### src/hdl/lwm_pkg.sv
package lwm_pkg;
  // ---------------------------------------------------------------
  // clock and timing
  // ---------------------------------------------------------------
  localparam int CLK_MHZ      = 200;
  localparam int T_REARM_US   = 6;
  localparam int T_TXD_HI_US  = 10;
  localparam int T_BUS_US     = 50;
  localparam int T_WAKE_US    = 50;
  localparam int T_MON_US     = 100;
  localparam int T_PWH_US     = 3;
  localparam int N_REARM      = T_REARM_US * CLK_MHZ;
  localparam int N_TXD_HI     = T_TXD_HI_US * CLK_MHZ;
  localparam int N_BUS        = T_BUS_US * CLK_MHZ;
  localparam int N_WAKE       = T_WAKE_US * CLK_MHZ;
  localparam int N_MON        = T_MON_US * CLK_MHZ;
  localparam int N_PWH        = T_PWH_US * CLK_MHZ;
  localparam int CNT_W        = 16;
  // ---------------------------------------------------------------
  // register map
  // ---------------------------------------------------------------
  localparam logic [3:0]  OFS_CTRL   = 4'h0;
  localparam logic [3:0]  OFS_STATUS = 4'h4;
  localparam int          CTRL_REM   = 0;
  localparam int          CTRL_LOC   = 1;
  localparam logic [1:0]  CTRL_RST   = 2'h3;
  localparam int          STAT_ST    = 0;
  localparam int          STAT_FLG   = 5;
  // ---------------------------------------------------------------
  // operating states
  // ---------------------------------------------------------------
  typedef enum logic [4:0] {
    ST_SLEEP = 5'h01,
    ST_MON   = 5'h02,
    ST_SHORT = 5'h04,
    ST_FS    = 5'h08,
    ST_NORM  = 5'h10
  } lwm_state_t;
endpackage

### src/hdl/lwm_ctrl.sv
`timescale 1ns/100ps
`default_nettype none
module lwm_ctrl #(
  parameter int CW     = lwm_pkg::CNT_W,
  parameter int NREARM = lwm_pkg::N_REARM,
  parameter int NTXD   = lwm_pkg::N_TXD_HI,
  parameter int NBUS   = lwm_pkg::N_BUS,
  parameter int NWAKE  = lwm_pkg::N_WAKE,
  parameter int NMON   = lwm_pkg::N_MON,
  parameter int NPWH   = lwm_pkg::N_PWH
) (
  input  wire logic        CORE_CLK_I,
  input  wire logic        RESET_I,
  input  wire logic        EN_I,
  input  wire logic        TX_PIN_I,
  output logic             TX_PIN_O,
  output logic             TX_PIN_OE_N_O,
  output logic             TX_WEAK_PD_O,
  output logic             RX_PIN_O,
  output logic             RX_PIN_OE_N_O,
  input  wire logic        BUS_PWL_I,
  input  wire logic        BUS_PWH_I,
  input  wire logic        BUS_DOM_I,
  input  wire logic        OT_HOT_I,
  input  wire logic        OT_COOL_I,
  input  wire logic        WAKE_I,
  output logic             REG_INHIBIT_OUT_O,
  output logic             TERM_EN_O,
  output logic             RX_EN_O,
  output logic             BUS_DRV_O,
  input  wire logic [3:0]  AVS_ADDRESS_I,
  input  wire logic        AVS_READ_I,
  input  wire logic        AVS_WRITE_I,
  input  wire logic [3:0]  AVS_BYTEENABLE_I,
  input  wire logic [31:0] AVS_WRITEDATA_I,
  output logic [31:0]      AVS_READDATA_O,
  output logic             AVS_WAITREQUEST_O
);
  import lwm_pkg::*;

  // ---------------------------------------------------------------
  // input synchronisers
  // ---------------------------------------------------------------
  logic [5:0] raw_in;
  logic [5:0] sy1_r;
  logic [5:0] sy2_r;
  logic       pwl_s, pwh_s, dom_s, hot_s, cool_s, wake_s;

  assign raw_in = {BUS_PWL_I, BUS_PWH_I, BUS_DOM_I,
                   OT_HOT_I, OT_COOL_I, WAKE_I};
  // two-stage sync per comparator
  for (genvar g = 0; g < 6; g++) begin : g_sync
    always_ff @(posedge CORE_CLK_I) begin
      sy1_r[g] <= raw_in[g];
      sy2_r[g] <= sy1_r[g];
    end
  end
  assign {pwl_s, pwh_s, dom_s, hot_s, cool_s, wake_s} = sy2_r;

  function automatic logic [CW-1:0] inc_sat(input logic [CW-1:0] v);
    inc_sat = (&v) ? v : v + 1'b1;
  endfunction

  // ---------------------------------------------------------------
  // mode and wake control
  // ---------------------------------------------------------------
  lwm_state_t    st_r, st_nxt;
  logic [CW-1:0] tmr_r, tmr_nxt, dom_r, dom_nxt, pwh_r, pwh_nxt;
  logic [CW-1:0] wlo_r, wlo_nxt, whi_r, whi_nxt, txh_r, txh_nxt;
  logic          dom_prev_r, en_prev_r, bus_arm_r, bus_arm_nxt;
  logic          wk_arm_r, wk_arm_nxt, pend_r, pend_nxt;
  logic          src_loc_r, src_loc_nxt, ot_off_r, ot_off_nxt;
  logic          txd_ok_r, txd_ok_nxt, asleep, asleep_nxt;
  logic          loc_hit, rem_hit;
  logic          inh_nxt, rxen_nxt, drv_nxt, rxoe_nxt, txoe_nxt, weak_nxt;
  logic [1:0]    ctrl_r, ctrl_nxt;

  assign asleep  = (st_r == ST_SLEEP) || (st_r == ST_MON) ||
                   (st_r == ST_SHORT);
  assign loc_hit = asleep && ctrl_r[CTRL_LOC] &&
                   (wlo_r > CW'(NWAKE));
  assign rem_hit = ((st_r == ST_MON) && dom_prev_r && !dom_s &&
                    (dom_r > CW'(NBUS))) ||
                   ((st_r == ST_SHORT) && !dom_s);

  // next state, counters and flags
  always_comb begin
    st_nxt      = st_r;
    tmr_nxt     = tmr_r;
    bus_arm_nxt = bus_arm_r;
    wk_arm_nxt  = wk_arm_r;
    pend_nxt    = pend_r;
    src_loc_nxt = src_loc_r;
    txd_ok_nxt  = txd_ok_r;
    txh_nxt     = '0;
    dom_nxt     = dom_s ? inc_sat(dom_r) : '0;
    pwh_nxt     = pwh_s ? inc_sat(pwh_r) : '0;
    whi_nxt     = wake_s ? inc_sat(whi_r) : '0;
    wlo_nxt     = (!wake_s && wk_arm_r) ? inc_sat(wlo_r) : '0;
    if (pwh_r > CW'(NPWH))
      bus_arm_nxt = 1'b1;
    if (whi_r > CW'(NREARM))
      wk_arm_nxt = 1'b1;
    // set wins over clear for the driver shutdown
    if (hot_s)
      ot_off_nxt = 1'b1;
    else if (cool_s)
      ot_off_nxt = 1'b0;
    else
      ot_off_nxt = ot_off_r;
    unique case (st_r)
      ST_SLEEP: begin
        if (ctrl_r[CTRL_REM] && bus_arm_r && pwl_s) begin
          st_nxt  = ST_MON;
          tmr_nxt = '0;
        end
      end
      ST_MON: begin
        tmr_nxt = inc_sat(tmr_r);
        if (tmr_r >= CW'(NMON)) begin
          if (dom_s) begin
            st_nxt = ST_SHORT;
          end else begin
            st_nxt      = ST_SLEEP;
            bus_arm_nxt = 1'b0;
          end
        end else if (!pwl_s && !dom_s) begin
          st_nxt = ST_SLEEP;
        end
      end
      ST_SHORT: begin
        st_nxt = ST_SHORT;
      end
      ST_FS: begin
        if (EN_I) begin
          st_nxt      = ST_NORM;
          pend_nxt    = 1'b0;
          src_loc_nxt = 1'b0;
          txd_ok_nxt  = 1'b0;
        end
      end
      ST_NORM: begin
        txh_nxt = TX_PIN_I ? inc_sat(txh_r) : '0;
        if (txh_r > CW'(NTXD))
          txd_ok_nxt = 1'b1;
        if (en_prev_r && !EN_I && TX_PIN_I) begin
          st_nxt     = ST_SLEEP;
          txd_ok_nxt = 1'b0;
          // a wake held low into sleep needs a fresh high first
          if (!wake_s)
            wk_arm_nxt = 1'b0;
        end
      end
      default: st_nxt = ST_FS;
    endcase
    // wake requests override the asleep sub-states
    if (rem_hit || loc_hit) begin
      st_nxt      = ST_FS;
      pend_nxt    = 1'b1;
      src_loc_nxt = loc_hit;
      if (loc_hit)
        wk_arm_nxt = 1'b0;
    end
    asleep_nxt = (st_nxt == ST_SLEEP) || (st_nxt == ST_MON) ||
                 (st_nxt == ST_SHORT);
    inh_nxt  = !asleep_nxt;
    rxen_nxt = (st_nxt != ST_SLEEP) && (st_nxt != ST_SHORT);
    drv_nxt  = (st_nxt == ST_NORM) && txd_ok_nxt && !ot_off_nxt &&
               !TX_PIN_I;
    // open-drain pulls: enable low while pulling low
    rxoe_nxt = !(((st_nxt == ST_FS) && pend_nxt) ||
                 ((st_nxt == ST_NORM) && dom_s));
    txoe_nxt = !((st_nxt == ST_FS) && pend_nxt && src_loc_nxt);
    weak_nxt = (st_nxt == ST_FS) && pend_nxt && !src_loc_nxt;
  end

  // registers of the control group
  always_ff @(posedge CORE_CLK_I) begin
    if (RESET_I) begin
      st_r              <= ST_FS;
      tmr_r             <= '0;
      dom_r             <= '0;
      pwh_r             <= '0;
      wlo_r             <= '0;
      whi_r             <= '0;
      txh_r             <= '0;
      dom_prev_r        <= 1'b0;
      en_prev_r         <= 1'b0;
      bus_arm_r         <= 1'b1;
      wk_arm_r          <= 1'b0;
      pend_r            <= 1'b0;
      src_loc_r         <= 1'b0;
      ot_off_r          <= 1'b0;
      txd_ok_r          <= 1'b0;
      REG_INHIBIT_OUT_O <= 1'b1;
      TERM_EN_O         <= 1'b1;
      RX_EN_O           <= 1'b1;
      BUS_DRV_O         <= 1'b0;
      RX_PIN_OE_N_O     <= 1'b1;
      TX_PIN_OE_N_O     <= 1'b1;
      TX_WEAK_PD_O      <= 1'b0;
      RX_PIN_O          <= 1'b0;
      TX_PIN_O          <= 1'b0;
    end else begin
      st_r              <= st_nxt;
      tmr_r             <= tmr_nxt;
      dom_r             <= dom_nxt;
      pwh_r             <= pwh_nxt;
      wlo_r             <= wlo_nxt;
      whi_r             <= whi_nxt;
      txh_r             <= txh_nxt;
      dom_prev_r        <= dom_s;
      en_prev_r         <= EN_I;
      bus_arm_r         <= bus_arm_nxt;
      wk_arm_r          <= wk_arm_nxt;
      pend_r            <= pend_nxt;
      src_loc_r         <= src_loc_nxt;
      ot_off_r          <= ot_off_nxt;
      txd_ok_r          <= txd_ok_nxt;
      REG_INHIBIT_OUT_O <= inh_nxt;
      TERM_EN_O         <= inh_nxt;
      RX_EN_O           <= rxen_nxt;
      BUS_DRV_O         <= drv_nxt;
      RX_PIN_OE_N_O     <= rxoe_nxt;
      TX_PIN_OE_N_O     <= txoe_nxt;
      TX_WEAK_PD_O      <= weak_nxt;
      RX_PIN_O          <= 1'b0;
      TX_PIN_O          <= 1'b0;
    end
  end

  // ---------------------------------------------------------------
  // avalon slave
  // ---------------------------------------------------------------
  logic        req, wait_nxt;
  logic [31:0] rd_nxt, stat;

  assign req  = AVS_READ_I || AVS_WRITE_I;
  assign stat = {21'h0, bus_arm_r, wk_arm_r, txd_ok_r, ot_off_r,
                 src_loc_r, pend_r, st_r};

  // one wait cycle, write lands when waitrequest is low
  always_comb begin
    wait_nxt = !(req && AVS_WAITREQUEST_O);
    rd_nxt   = AVS_READDATA_O;
    ctrl_nxt = ctrl_r;
    if (AVS_READ_I && AVS_WAITREQUEST_O) begin
      unique case (AVS_ADDRESS_I)
        OFS_CTRL:   rd_nxt = {30'h0, ctrl_r};
        OFS_STATUS: rd_nxt = stat;
        default:    rd_nxt = 32'h0;
      endcase
    end
    if (AVS_WRITE_I && !AVS_WAITREQUEST_O &&
        (AVS_ADDRESS_I == OFS_CTRL) && AVS_BYTEENABLE_I[0])
      ctrl_nxt = AVS_WRITEDATA_I[1:0];
  end

  always_ff @(posedge CORE_CLK_I) begin
    if (RESET_I) begin
      AVS_WAITREQUEST_O <= 1'b1;
      AVS_READDATA_O    <= 32'h0;
      ctrl_r            <= CTRL_RST;
    end else begin
      AVS_WAITREQUEST_O <= wait_nxt;
      AVS_READDATA_O    <= rd_nxt;
      ctrl_r            <= ctrl_nxt;
    end
  end

  // ---------------------------------------------------------------
  // checks
  // ---------------------------------------------------------------
  chk_mon_rx_on: assert property (@(posedge CORE_CLK_I)
    disable iff (RESET_I) st_r == ST_MON |-> RX_EN_O)
    else $error("receiver off while monitoring");
  chk_remote_wake: assert property (@(posedge CORE_CLK_I)
    disable iff (RESET_I) rem_hit && !loc_hit |=> st_r == ST_FS &&
    REG_INHIBIT_OUT_O && TERM_EN_O && !src_loc_r)
    else $error("remote wake not taken");
  chk_pend_rx: assert property (@(posedge CORE_CLK_I)
    disable iff (RESET_I) st_r == ST_FS && pend_r |-> !RX_PIN_OE_N_O)
    else $error("wake request not on receive pin");
  chk_float_lock: assert property (@(posedge CORE_CLK_I)
    disable iff (RESET_I) st_r == ST_MON && tmr_r >= CW'(NMON) &&
    !dom_s && !loc_hit && !rem_hit |=> st_r == ST_SLEEP &&
    !bus_arm_r && !RX_EN_O)
    else $error("floating bus timeout wrong");
  chk_short_exit: assert property (@(posedge CORE_CLK_I)
    disable iff (RESET_I) st_r == ST_SHORT && $fell(dom_s)
    |=> st_r == ST_FS && pend_r)
    else $error("short release did not wake");
  chk_local_src: assert property (@(posedge CORE_CLK_I)
    disable iff (RESET_I) loc_hit |=> !TX_PIN_OE_N_O &&
    !RX_PIN_OE_N_O && !TX_WEAK_PD_O && !wk_arm_r)
    else $error("local wake source not shown");
  chk_en_clears: assert property (@(posedge CORE_CLK_I)
    disable iff (RESET_I) st_r == ST_FS && EN_I |=> st_r == ST_NORM &&
    !pend_r && TX_PIN_OE_N_O && !TX_WEAK_PD_O)
    else $error("wake flags not cleared");
  chk_ot_off: assert property (@(posedge CORE_CLK_I)
    disable iff (RESET_I) hot_s |=> !BUS_DRV_O && ot_off_r)
    else $error("driver on while hot");
  chk_txd_gate: assert property (@(posedge CORE_CLK_I)
    disable iff (RESET_I) $rose(st_r == ST_NORM) |-> !BUS_DRV_O [*8])
    else $error("driver on right after normal entry");
  chk_sleep_edge: assert property (@(posedge CORE_CLK_I)
    disable iff (RESET_I) st_r == ST_NORM && en_prev_r && !EN_I &&
    TX_PIN_I |=> st_r == ST_SLEEP && !REG_INHIBIT_OUT_O)
    else $error("sleep entry failed");
endmodule
`default_nettype wire

### config.mk
export PLATFORM = sky130hd
export DESIGN_NAME = lwm_ctrl
export DESIGN_NICKNAME = d
export VERILOG_FILES = /design/src/hdl/lwm_pkg.sv /design/src/hdl/lwm_ctrl.sv
export SDC_FILE = /design/constraint.sdc
export NUM_CORES = 1
export LEC_CHECK = 0
export BUFFER_PORTS_ARGS = -buffer_cell sky130_fd_sc_hd__buf_2
export CAP_MARGIN = 30
export CORE_ASPECT_RATIO = 1.5
export CORE_MARGIN = 10
export CORE_UTILIZATION = 30
export DETAILED_ROUTE_END_ITERATION = 16
export PLACE_DENSITY_LB_ADDON = 0.08
export SYNTH_ARGS = -nofsm -noshare
export SYNTH_HDL_FRONTEND = slang
export SYNTH_SLANG_ARGS = --single-unit
### constraint.sdc
create_clock -name CORE_CLK_I -period 3 [get_ports CORE_CLK_I]
set_input_delay 0.3 -clock CORE_CLK_I [delete_from_list [all_inputs] [get_ports CORE_CLK_I]]
set_output_delay 0.3 -clock CORE_CLK_I [all_outputs]
set_load 0.02 [all_outputs]
==> impl_metrics.csv, run 1 <==
group,metric,value,unit
die,rows,67,
critical_path,cpLargestDelayFamily,"simple AND/OR/NAND/NOR gates",
global_routing,grt_usage,12.1,%
die,die_h,205,um
clocking,clkTransAtPathRegs,60,ps
timing,worst_hold_slack,104,ps
critical_path,path_class,"register to register",
die,initial_utilization,30.5,%
synthesis,syn_inst,810,
critical_path,cp.depth,5,
global_routing,grt.busiest_layer,"met2",
cells_and_area,diodes,0,
synthesis,yosysSeqAreaShare,41.3,%
global_routing,antenna_found_initial,0,
critical_path,critPathBufInv,0,
cells_and_area,fillers,2320,
drt,drt_pass1_iterations,5,
timing,setup_viol,0,
clocking,htree_levels,4,
job,max-cap-violations,0,
clocking,cts_tree,"done",
cells_and_area,final_cell_mix,"dfxtp_1 (141), nor2_1 (91), nand2_1 (65)",
drt,drtAntennaViolNets,0,
drt,num_vias,5805,
synthesis,syn-cell-area,6840,um^2
synthesis,synthAdderAreaFrac,2.20,%
global_routing,use_met1,14.3,%
cells_and_area,drive_gt1_share,11.2,%
timing,rsz0062_at_grt,"false",
synthesis,synth_compound_area_share,15.6,%
critical_path,worstPathMaxFanout,12,
die,die_w,143,um
place,port_buffers,37,
critical_path,cp-end-kind,"register",
synthesis,synth_top_area_share,41.3,%
synthesis,synth_top_family_by_area,"simple AND/OR/NAND/NOR gates",
drt,drt_iter0_drc,266,
clocking,cts_resized,0,
clocking,clk_path_buf_depth,2,
timing,tightestPinTransition,823,ps
synthesis,synth_mux_area_share,1.77,%
critical_path,crit_chain,"nor3b_2, and2_0, nor2_1, or4_1, a21oi_1",
critical_path,start_kind,"register",
synthesis,synthFlopType,"dfxtp_1",
global_routing,grt-ovfl-total,0,
critical_path,cp_slowest_cell,"or4_1",
clocking,clk_root_buffer_cell,"clkbuf_16",
clocking,clkLatencyLatePin,420,ps
synthesis,synthTopCellsByArea,"dfxtp_1 (41%), nor2_1 (5.0%), xnor2_1 (4.7%)",
clocking,cts_buffers,17,
timing,finClkSkew,7.76,ps
synthesis,netlist.top_cell.by_area,"dfxtp_1",
min_path,hp-class,"input pin to register",
drt,viasPerCell,5.10,
die,fp.coreArea,22400,um^2
timing,finalCritPeriodShare,76.1,%
timing,slew_headroom,44.7,%
drt,postRouteWirelength,17300,um
cells_and_area,area_delta_synth_final,15.2,%
global_routing,grt_pass1_wl,28800,um
synthesis,async_reset_ff_share,0,%
global_routing,met2_usage,20.9,%
clocking,post_cts_buffers,0,
critical_path,crit_required,3350,ps
synthesis,synth_edf_count,0,
synthesis,synth-seq-cells,141,
synthesis,synthSimpleGateAreaFrac,27.5,%
cells_and_area,final_net_count,914,
clocking,clkSinkCount,141,
timing,finalMaxSlewViolations,0,
power,leakagePower,0.00270,uW
drt,wl_per_cell,15.2,um
power,ir_drop,0.386,mV
power,p_per_area,530,nW/um^2
synthesis,syn_avg_cell_area,8.44,um^2
timing,fmax,438,MHz
place,dp_hpwl,12700,um
drt,drc,0,
critical_path,max_stage_delay,550,ps
critical_path,worstPathArrival,2630,ps
global_routing,met3_usage,2.57,%
synthesis,yosys_warnings,0,
status,status,"completed",
global_routing,grt_start_max_net_pins,26,
place,place_congestion,0.787,
die,die_area,29400,um^2
min_path,whs_path_depth,3,
die,io_pins,94,
timing,setup_tns,0,ps
synthesis,ys_types,67,
synthesis,synth-xor-area-share,5.89,%
timing,fin_crit,2280,ps
critical_path,ff2ff_path_depth,5,
timing,hold_viol_final,0,
global_routing,grt_pass1_vias,5639,
cells_and_area,mostFrequentLayoutCell,"dfxtp_1",
clocking,hold_buffers,6,
worst reg2reg max path, delay by kind of cell (launching register included):
family	cells	cell delay [ps]
AO/OA/AOI/OAI	1	150
flip-flops	1	440
AND/OR/NAND/NOR	4	1630
flip-flops by register name (all words and copies together) (netlist names), 2 cells and up:
signal / flops
wlo_r: 16
AVS_READDATA_O: 11
whi_r: 16
pwh_r: 16
txh_r: 16
sy1_r: 6
tmr_r: 16
dom_r: 16
ctrl_r: 2
st_r: 5
path summary, 6_finish.rpt:
kind                           start         to  slack [ps]
setup / recovery             st_r[1]   tmr_r[4]         720
setup reg to reg             st_r[1]   tmr_r[4]         720
hold / removal    AVS_WRITEDATA_I[1]  ctrl_r[1]         100
hold reg to reg             sy1_r[4]      pwh_s         330
layer usage:
layer / wire, um / part of all wire (%) / vias up
li1: - / - / 2967
met1: 7890 / 46 / 2742
met2: 8690 / 50 / 85
met3: 471 / 2.7 / 11
met4: 232 / 1.3 / 0
met5: 0 / 0 / -
through the flow:
stage,setup WS [ps],power (uW),cell area [um^2],std cells,utilization (%)
floorplan,1040,2080,6920,832,-
global placement,750,2110,7230,1101,32.3
detailed placement,727,2110,7230,1101,32.3
CTS,709,4250,7880,1139,35.2
global route,491,4350,7880,1139,35.2
finish,718,4170,7880,1139,35.2
power breakdown:
group          switching (uW)  total (uW)  internal, uW
logic                     106         157          51.0
registers                21.0        1910          1890
clock network             815        2100          1290
total                     942        4170          3230
layout make-up:
cell class | count | area [um^2] | share of cell area (%)
clock inverters | 10 | 114 | 1.45
clock buffers | 22 | 474 | 6.02
flip-flops and latches | 141 | 2820 | 35.8
well taps | 276 | 345 | 4.38
repair buffers | 54 | 328 | 4.16
inverters | 23 | 86.3 | 1.10
multi-input cells | 613 | 3710 | 47.1
cells in the mapped netlist (2+ instances only):
cell and n:
a2111oi_0 3, a211o_1 4, a211oi_1 20, a21o_1 2
a21oi_1 46, a22oi_1 9, a311o_1 2, a31o_2 2
a31oi_1 18, and2_1 5, and3_1 15, and3b_1 2
and4_1 6, buf_4 24, clkbuf_1 29, dfxtp_1 141
ha_1 12, inv_1 23, mux2i_1 11, nand2_1 65
nand2b_1 5, nand3_1 54, nand3b_1 2, nand4_1 13
nand4b_1 2, nor2_1 91, nor2b_1 4, nor3_1 35
nor3b_1 6, nor4_1 15, nor4_2 2, nor4bb_1 2
o2111ai_1 2, o211ai_1 7, o21a_1 4, o21ai_0 17
o31a_1 4, o31ai_1 8, or2_2 5, or3_1 11
or3_4 2, or4_1 11, xnor2_1 37, xor2_1 9
logic make-up (layout without fill, tap and decap cells):
family / count (synthesis) / in the layout
simple gates: 362 / 362
compound gates: 158 / 158
flops: 141 / 141
buf+inv: 78 / 109
xor+xnor: 46 / 46
fa+ha+maj: 12 / 12
mux: 12 / 12
other cells: 1 / 23
(Power assumes the default switching activity.)
==> inputs of run 2 (changes only) <==
- ABC_AREA: default -> 1
- clock period: 3 -> 2.14 ns (I/O delays scaled with it)
==> impl_metrics.csv, run 2 <==
group,metric,value,unit
global_routing,use_met1,14.4,%
place,placedInstanceArea,7850,um^2
cells_and_area,fillers,2619,
drt,drt_iter0_drc,265,
die,rows,69,
critical_path,ff2ff_path_depth,10,
drt,viasPerCell,4.56,
cells_and_area,fin_area,8540,um^2
place,dp.cells,1407,
job,max-cap-violations,0,
synthesis,syn-cell-area,7290,um^2
clocking,cts_buffers,17,
synthesis,async_reset_ff_share,0,%
global_routing,grt-ovfl-total,0,
cells_and_area,ff_latch_area,2820,um^2
cells_and_area,mostFrequentLayoutCell,"nand2_1",
drt,num_vias,6597,
cells_and_area,drive_gt1_share,11.7,%
synthesis,synth_top_family_by_area,"simple AND/OR/NAND/NOR gates",
critical_path,worstSetupStartpoint,"whi_r[1]",
synthesis,syn_avg_cell_area,6.97,um^2
synthesis,synth_compound_area_share,11.6,%
drt,drc,0,
synthesis,syn_inst,1046,
cells_and_area,multi_input_area,3700,um^2
synthesis,netlist.top_cell.by_area,"dfxtp_1",
critical_path,worstSetupEndpoint,"whi_r[10]",
timing,finClkSkew,11.2,ps
critical_path,start_kind,"register",
synthesis,ys_types,48,
clocking,cts_tree,"done",
synthesis,synthFlopType,"dfxtp_1",
critical_path,r2r_slack,320,ps
critical_path,rr_startpoint,"whi_r[1]",
critical_path,path_class,"register to register",
synthesis,synth_edf_count,0,
drt,postRouteWirelength,19000,um
place,dp_hpwl,14700,um
synthesis,synth_common_cells,"nand2_1 (205), inv_1 (156), dfxtp_1 (141), nor2_1 (110), nand3_1 (99)",
critical_path,crit_required,2460,ps
place,dp_slack,313,ps
drt,drtAntennaViolNets,0,
clocking,clkTransAtPathRegs,60,ps
die,initial_utilization,30.6,%
drt,wl_per_cell,13.1,um
power,ir_drop,0.519,mV
timing,setup_viol,0,
synthesis,synthSimpleGateAreaFrac,32.5,%
synthesis,yosys_warnings,0,
global_routing,grt_pass1_wl,32300,um
power,p_per_area,705,nW/um^2
timing,setup_tns,0,ps
timing,final.setup.worst_slack,315,ps
global_routing,grt_usage,12.6,%
clocking,clkLatencyLatePin,430,ps
timing,finalMaxSlewViolations,0,
global_routing,grt.busiest_layer,"met2",
status,status,"completed",
place,port_buffers,37,
synthesis,synth-seq-cells,141,
timing,tightestPinTransition,654,ps
clocking,htree_levels,4,
power,leakagePower,0.00346,uW
synthesis,synth_mux_area_share,0,%
synthesis,yosysSeqAreaShare,38.7,%
cells_and_area,final_cell_mix,"nand2_1 (205), inv_1 (156), dfxtp_1 (141)",
critical_path,worstPathMaxFanout,6,
die,io_pins,94,
timing,finalCritPeriodShare,85.3,%
die,die_area,31100,um^2
cells_and_area,final_net_count,1180,
critical_path,worstPathArrival,2150,ps
timing,slew_headroom,56.2,%
timing,fmax,548,MHz
clocking,clk_path_buf_depth,2,
global_routing,met2_usage,22.7,%
die,die_w,147,um
die,die_h,211,um
synthesis,synth_top_area_share,38.7,%
synthesis,synth.most_common_cell,"nand2_1",
timing,fin_crit,1820,ps
critical_path,cp-end-kind,"register",
clocking,clk_root_buffer_cell,"clkbuf_16",
timing,hold_viol_final,0,
critical_path,regToRegEndpoint,"whi_r[10]",
global_routing,antenna_found_initial,1,
global_routing,grt_pass1_vias,6593,
place,place_congestion,0.813,
clocking,clkSinkCount,141,
global_routing,met3_usage,2.96,%
global_routing,grt_start_max_net_pins,23,
synthesis,synth-xor-area-share,3.49,%
cells_and_area,stdcell_count,1448,
min_path,hp-class,"input pin to register",
synthesis,synthAdderAreaFrac,2.06,%
timing,rsz0062_at_grt,"false",
cells_and_area,area_delta_synth_final,17.2,%
die,fp.coreArea,23800,um^2
synthesis,synthTopCellsByArea,"dfxtp_1 (39%), nand2_1 (11%), inv_1 (8.0%)",
drt,drt_pass1_iterations,4,
-- run 2: where the power goes --
group	total [uW]	switching (uW)	leakage, uW	internal [uW]
logic	267	185	0.00203	81.9
clock network	3060	1190	0.000290	1870
registers	2700	28.8	0.00114	2670
total	6020	1400	0.00346	4620
-- run 2: area by class of cell --
type | instances | share of cell area (%)
multi-input combinational | 731 | 43.3
sequential | 141 | 33.0
inverter | 162 | 7.15
clock buffer | 19 | 5.18
timing repair buffer | 63 | 4.72
tap | 319 | 4.67
clock inverter | 12 | 1.90
antenna | 1 | 0.0293
-- run 2: how the worst min path moves through the flow --
stage,startpoint,endpoint,slack [ps],cells past startpoint
finish,AVS_WRITE_I,AVS_WAITREQUEST_O,20,2
global route,AVS_WRITE_I,AVS_WAITREQUEST_O,20,2
CTS,AVS_WRITE_I,AVS_WAITREQUEST_O,0.2,2
detailed placement,sy1_r[3],dom_s,310,0
global placement,sy1_r[5],pwl_s,310,0
floorplan,WAKE_I,sy1_r[0],240,0
-- run 2: logic make-up after synthesis --
logic type | Yosys count
DFF | 141
adders and majority gates | 12
and+or+nand+nor | 522
AOI/OAI and AO/OA | 145
buffers and inverters | 196
xor gates and xnor gates | 29
other | 1
-- run 2: metrics by stage --
stage | hold slack, ps | total power (uW) | utilization, %
2_1_floorplan | 242 | 2950 | -
3_3_place_gp | 311 | 3010 | 32.9
3_5_place_dp | 312 | 3010 | 32.9
4_1_cts | 0.213 | 6130 | 35.8
5_1_grt | 20.9 | 6270 | 35.8
6_report | 15.2 | 6020 | 35.9
-- run 2: metal layers --
layer / up-vias / wire length, um
met1: 2998 / 8510
met4: 0 / 272
li1: 3512 / -
met3: 16 / 521
met5: - / 0
met2: 71 / 9740
-- run 2: worst max-delay path, stage by stage, from the launching register on --
cell     delay [ps]
dfxtp_1         380
ha_1            230
nand2_1         100
nor2_1          110
nand3_1         120
nor2_1          150
nand3_1         230
nand2_1         200
o21ai_0          90
nand3_1          70
inv_1            40
-- run 2: repair_timing --
| action | in CTS | in global routing |
|---|---|---|
| gates resized for setup | 0 | 0 |
| buffers inserted | 0 | 0 |
| hold buffers | 9 | 0 |
| endpoints found under the hold margin | 9 | 0 |
==> inputs of run 3 (changes only) <==
- BUFFER_PORTS_ARGS: -buffer_cell sky130_fd_sc_hd__buf_2 -> default
- DONT_BUFFER_PORTS: default -> 1
==> impl_metrics.csv, run 3 (synthesis gave the netlist of run 2 again) <==
group,metric,value,unit
timing,rsz0062_at_grt,"false",
global_routing,antenna_found_initial,0,
timing,fin_crit,1790,ps
global_routing,grt_pass1_vias,6390,
place,dp_hpwl,14600,um
die,rows,69,
die,fp.coreArea,23800,um^2
critical_path,cp_slowest_cell,"dfxtp_1",
drt,wl_per_cell,13.5,um
timing,worst_hold_slack,26.6,ps
drt,drt_pass1_iterations,4,
job,max-cap-violations,0,
power,power_frac_comb,3.4,%
drt,postRouteWirelength,19100,um
clocking,clk_root_buffer_cell,"clkbuf_16",
cells_and_area,stdcell_count,1417,
timing,tightestPinTransition,582,ps
critical_path,crit_chain,"ha_1, nand2_1, nor2_1, nand3_1, nor2_1, nand3_1, nand2_1, o21ai_0, nand3_1, inv_1",
global_routing,grt_start_max_net_pins,23,
die,initial_utilization,30.6,%
critical_path,crit_path_frequent_cell,"nand3_1",
timing,setup_viol,0,
clocking,cts_tree,"done",
timing,slew_headroom,60.9,%
critical_path,crit_required,2460,ps
critical_path,start_kind,"register",
clocking,clk_path_buf_depth,2,
clocking,cts_buffers,17,
critical_path,path_class,"register to register",
die,die_h,211,um
power,ir_drop,0.518,mV
min_path,hp-class,"input pin to register",
timing,fmax,558,MHz
status,status,"completed",
clocking,clkSinkCount,141,
drt,drtAntennaViolNets,0,
cells_and_area,drive_gt1_share,8.93,%
power,p_sw,1380,uW
die,die_w,147,um
timing,finalMaxSlewViolations,0,
cells_and_area,fin_util,35.8,%
timing,finClkSkew,9.32,ps
place,dp.cells,1372,
timing,hold_viol_final,0,
timing,finalCritPeriodShare,83.8,%
global_routing,grt_pass1_wl,31900,um
power,p_per_area,764,nW/um^2
critical_path,worstPathMaxFanout,6,
power,p_int,5130,uW
drt,drt_iter0_drc,249,
cells_and_area,diodes,0,
clocking,htree_levels,4,
cells_and_area,mostFrequentLayoutCell,"nand2_1",
power,p_seq_share,41.8,%
clocking,clkTransAtPathRegs,60,ps
power,clkPwrFrac,54.9,%
cells_and_area,area_delta_synth_final,17.1,%
cells_and_area,final_cell_mix,"nand2_1 (205), inv_1 (156), dfxtp_1 (141)",
cells_and_area,final_net_count,1150,
power,netSwitchingFraction,21.2,%
place,port_buffers,0,
critical_path,max_stage_delay,370,ps
die,die_area,31100,um^2
drt,viasPerCell,4.57,
drt,drc,0,
power,total_power,6520,uW
critical_path,cp-end-kind,"register",
drt,num_vias,6479,
die,io_pins,94,
global_routing,grt_usage,12.6,%
global_routing,grt-ovfl-total,0,
power,leakagePower,0.00340,uW
critical_path,worstPathArrival,2120,ps
clocking,clkLatencyLatePin,430,ps
timing,setup_tns,0,ps
place,place_congestion,0.795,
clocking,cts_resized,0,
## run 3: worst paths after layout
kind	slack, ps	end	cells after the start	startpoint
min	30	dom_prev_r	2	RESET_I
max	350	whi_r[10]	10	whi_r[1]
max reg2reg	350	whi_r[10]	10	whi_r[1]
min reg2reg	330	pwl_s	0	sy1_r[5]
## run 3: timing repair
item,4_1_cts,5_1_grt
buffers inserted,0,0
endpoints found under the hold margin,30,0
hold buffers,13,0
## run 3: power groups by stage
stage	clock [uW]	sequential, uW	combinational (uW)
2_1_floorplan	0	2770	178
3_3_place_gp	0	2780	188
3_5_place_dp	0	2780	188
4_1_cts	3680	2720	217
5_1_grt	3770	2730	246
6_report	3580	2720	219
## run 3: metrics by stage
step           setup slack, ps  instance area, um^2
2_1_floorplan              534                 7370
3_3_place_gp               321                 7670
3_5_place_dp               337                 7670
4_1_cts                    319                 8510
5_1_grt                   71.9                 8530
6_report                   347                 8530
## run 3: routing by layer
layer	wire length (um)	global-route usage, %	part of all wire (%)
met5	0	0	0
met4	248	4.49	1.3
met3	762	2.92	4.0
met2	9740	22.4	51
met1	8390	14.2	44
## run 3: worst max-delay path: cells and delay by family (launching register included)
family,cells,cell delay [ps]
flip-flops,1,370
buffers and inverters,1,40
AND/OR/NAND/NOR,7,980
adder cells (fa/ha/maj),1,230
AO/OA/AOI/OAI,1,90
## run 3: area by class of cell
class | count | area [um^2]
timing repair buffer | 33 | 298
clock inverter | 10 | 233
multi-input combinational | 731 | 3700
sequential | 141 | 2820
fill | 2627 | 15300
clock buffer | 21 | 470
inverter | 162 | 611
tap | 319 | 399
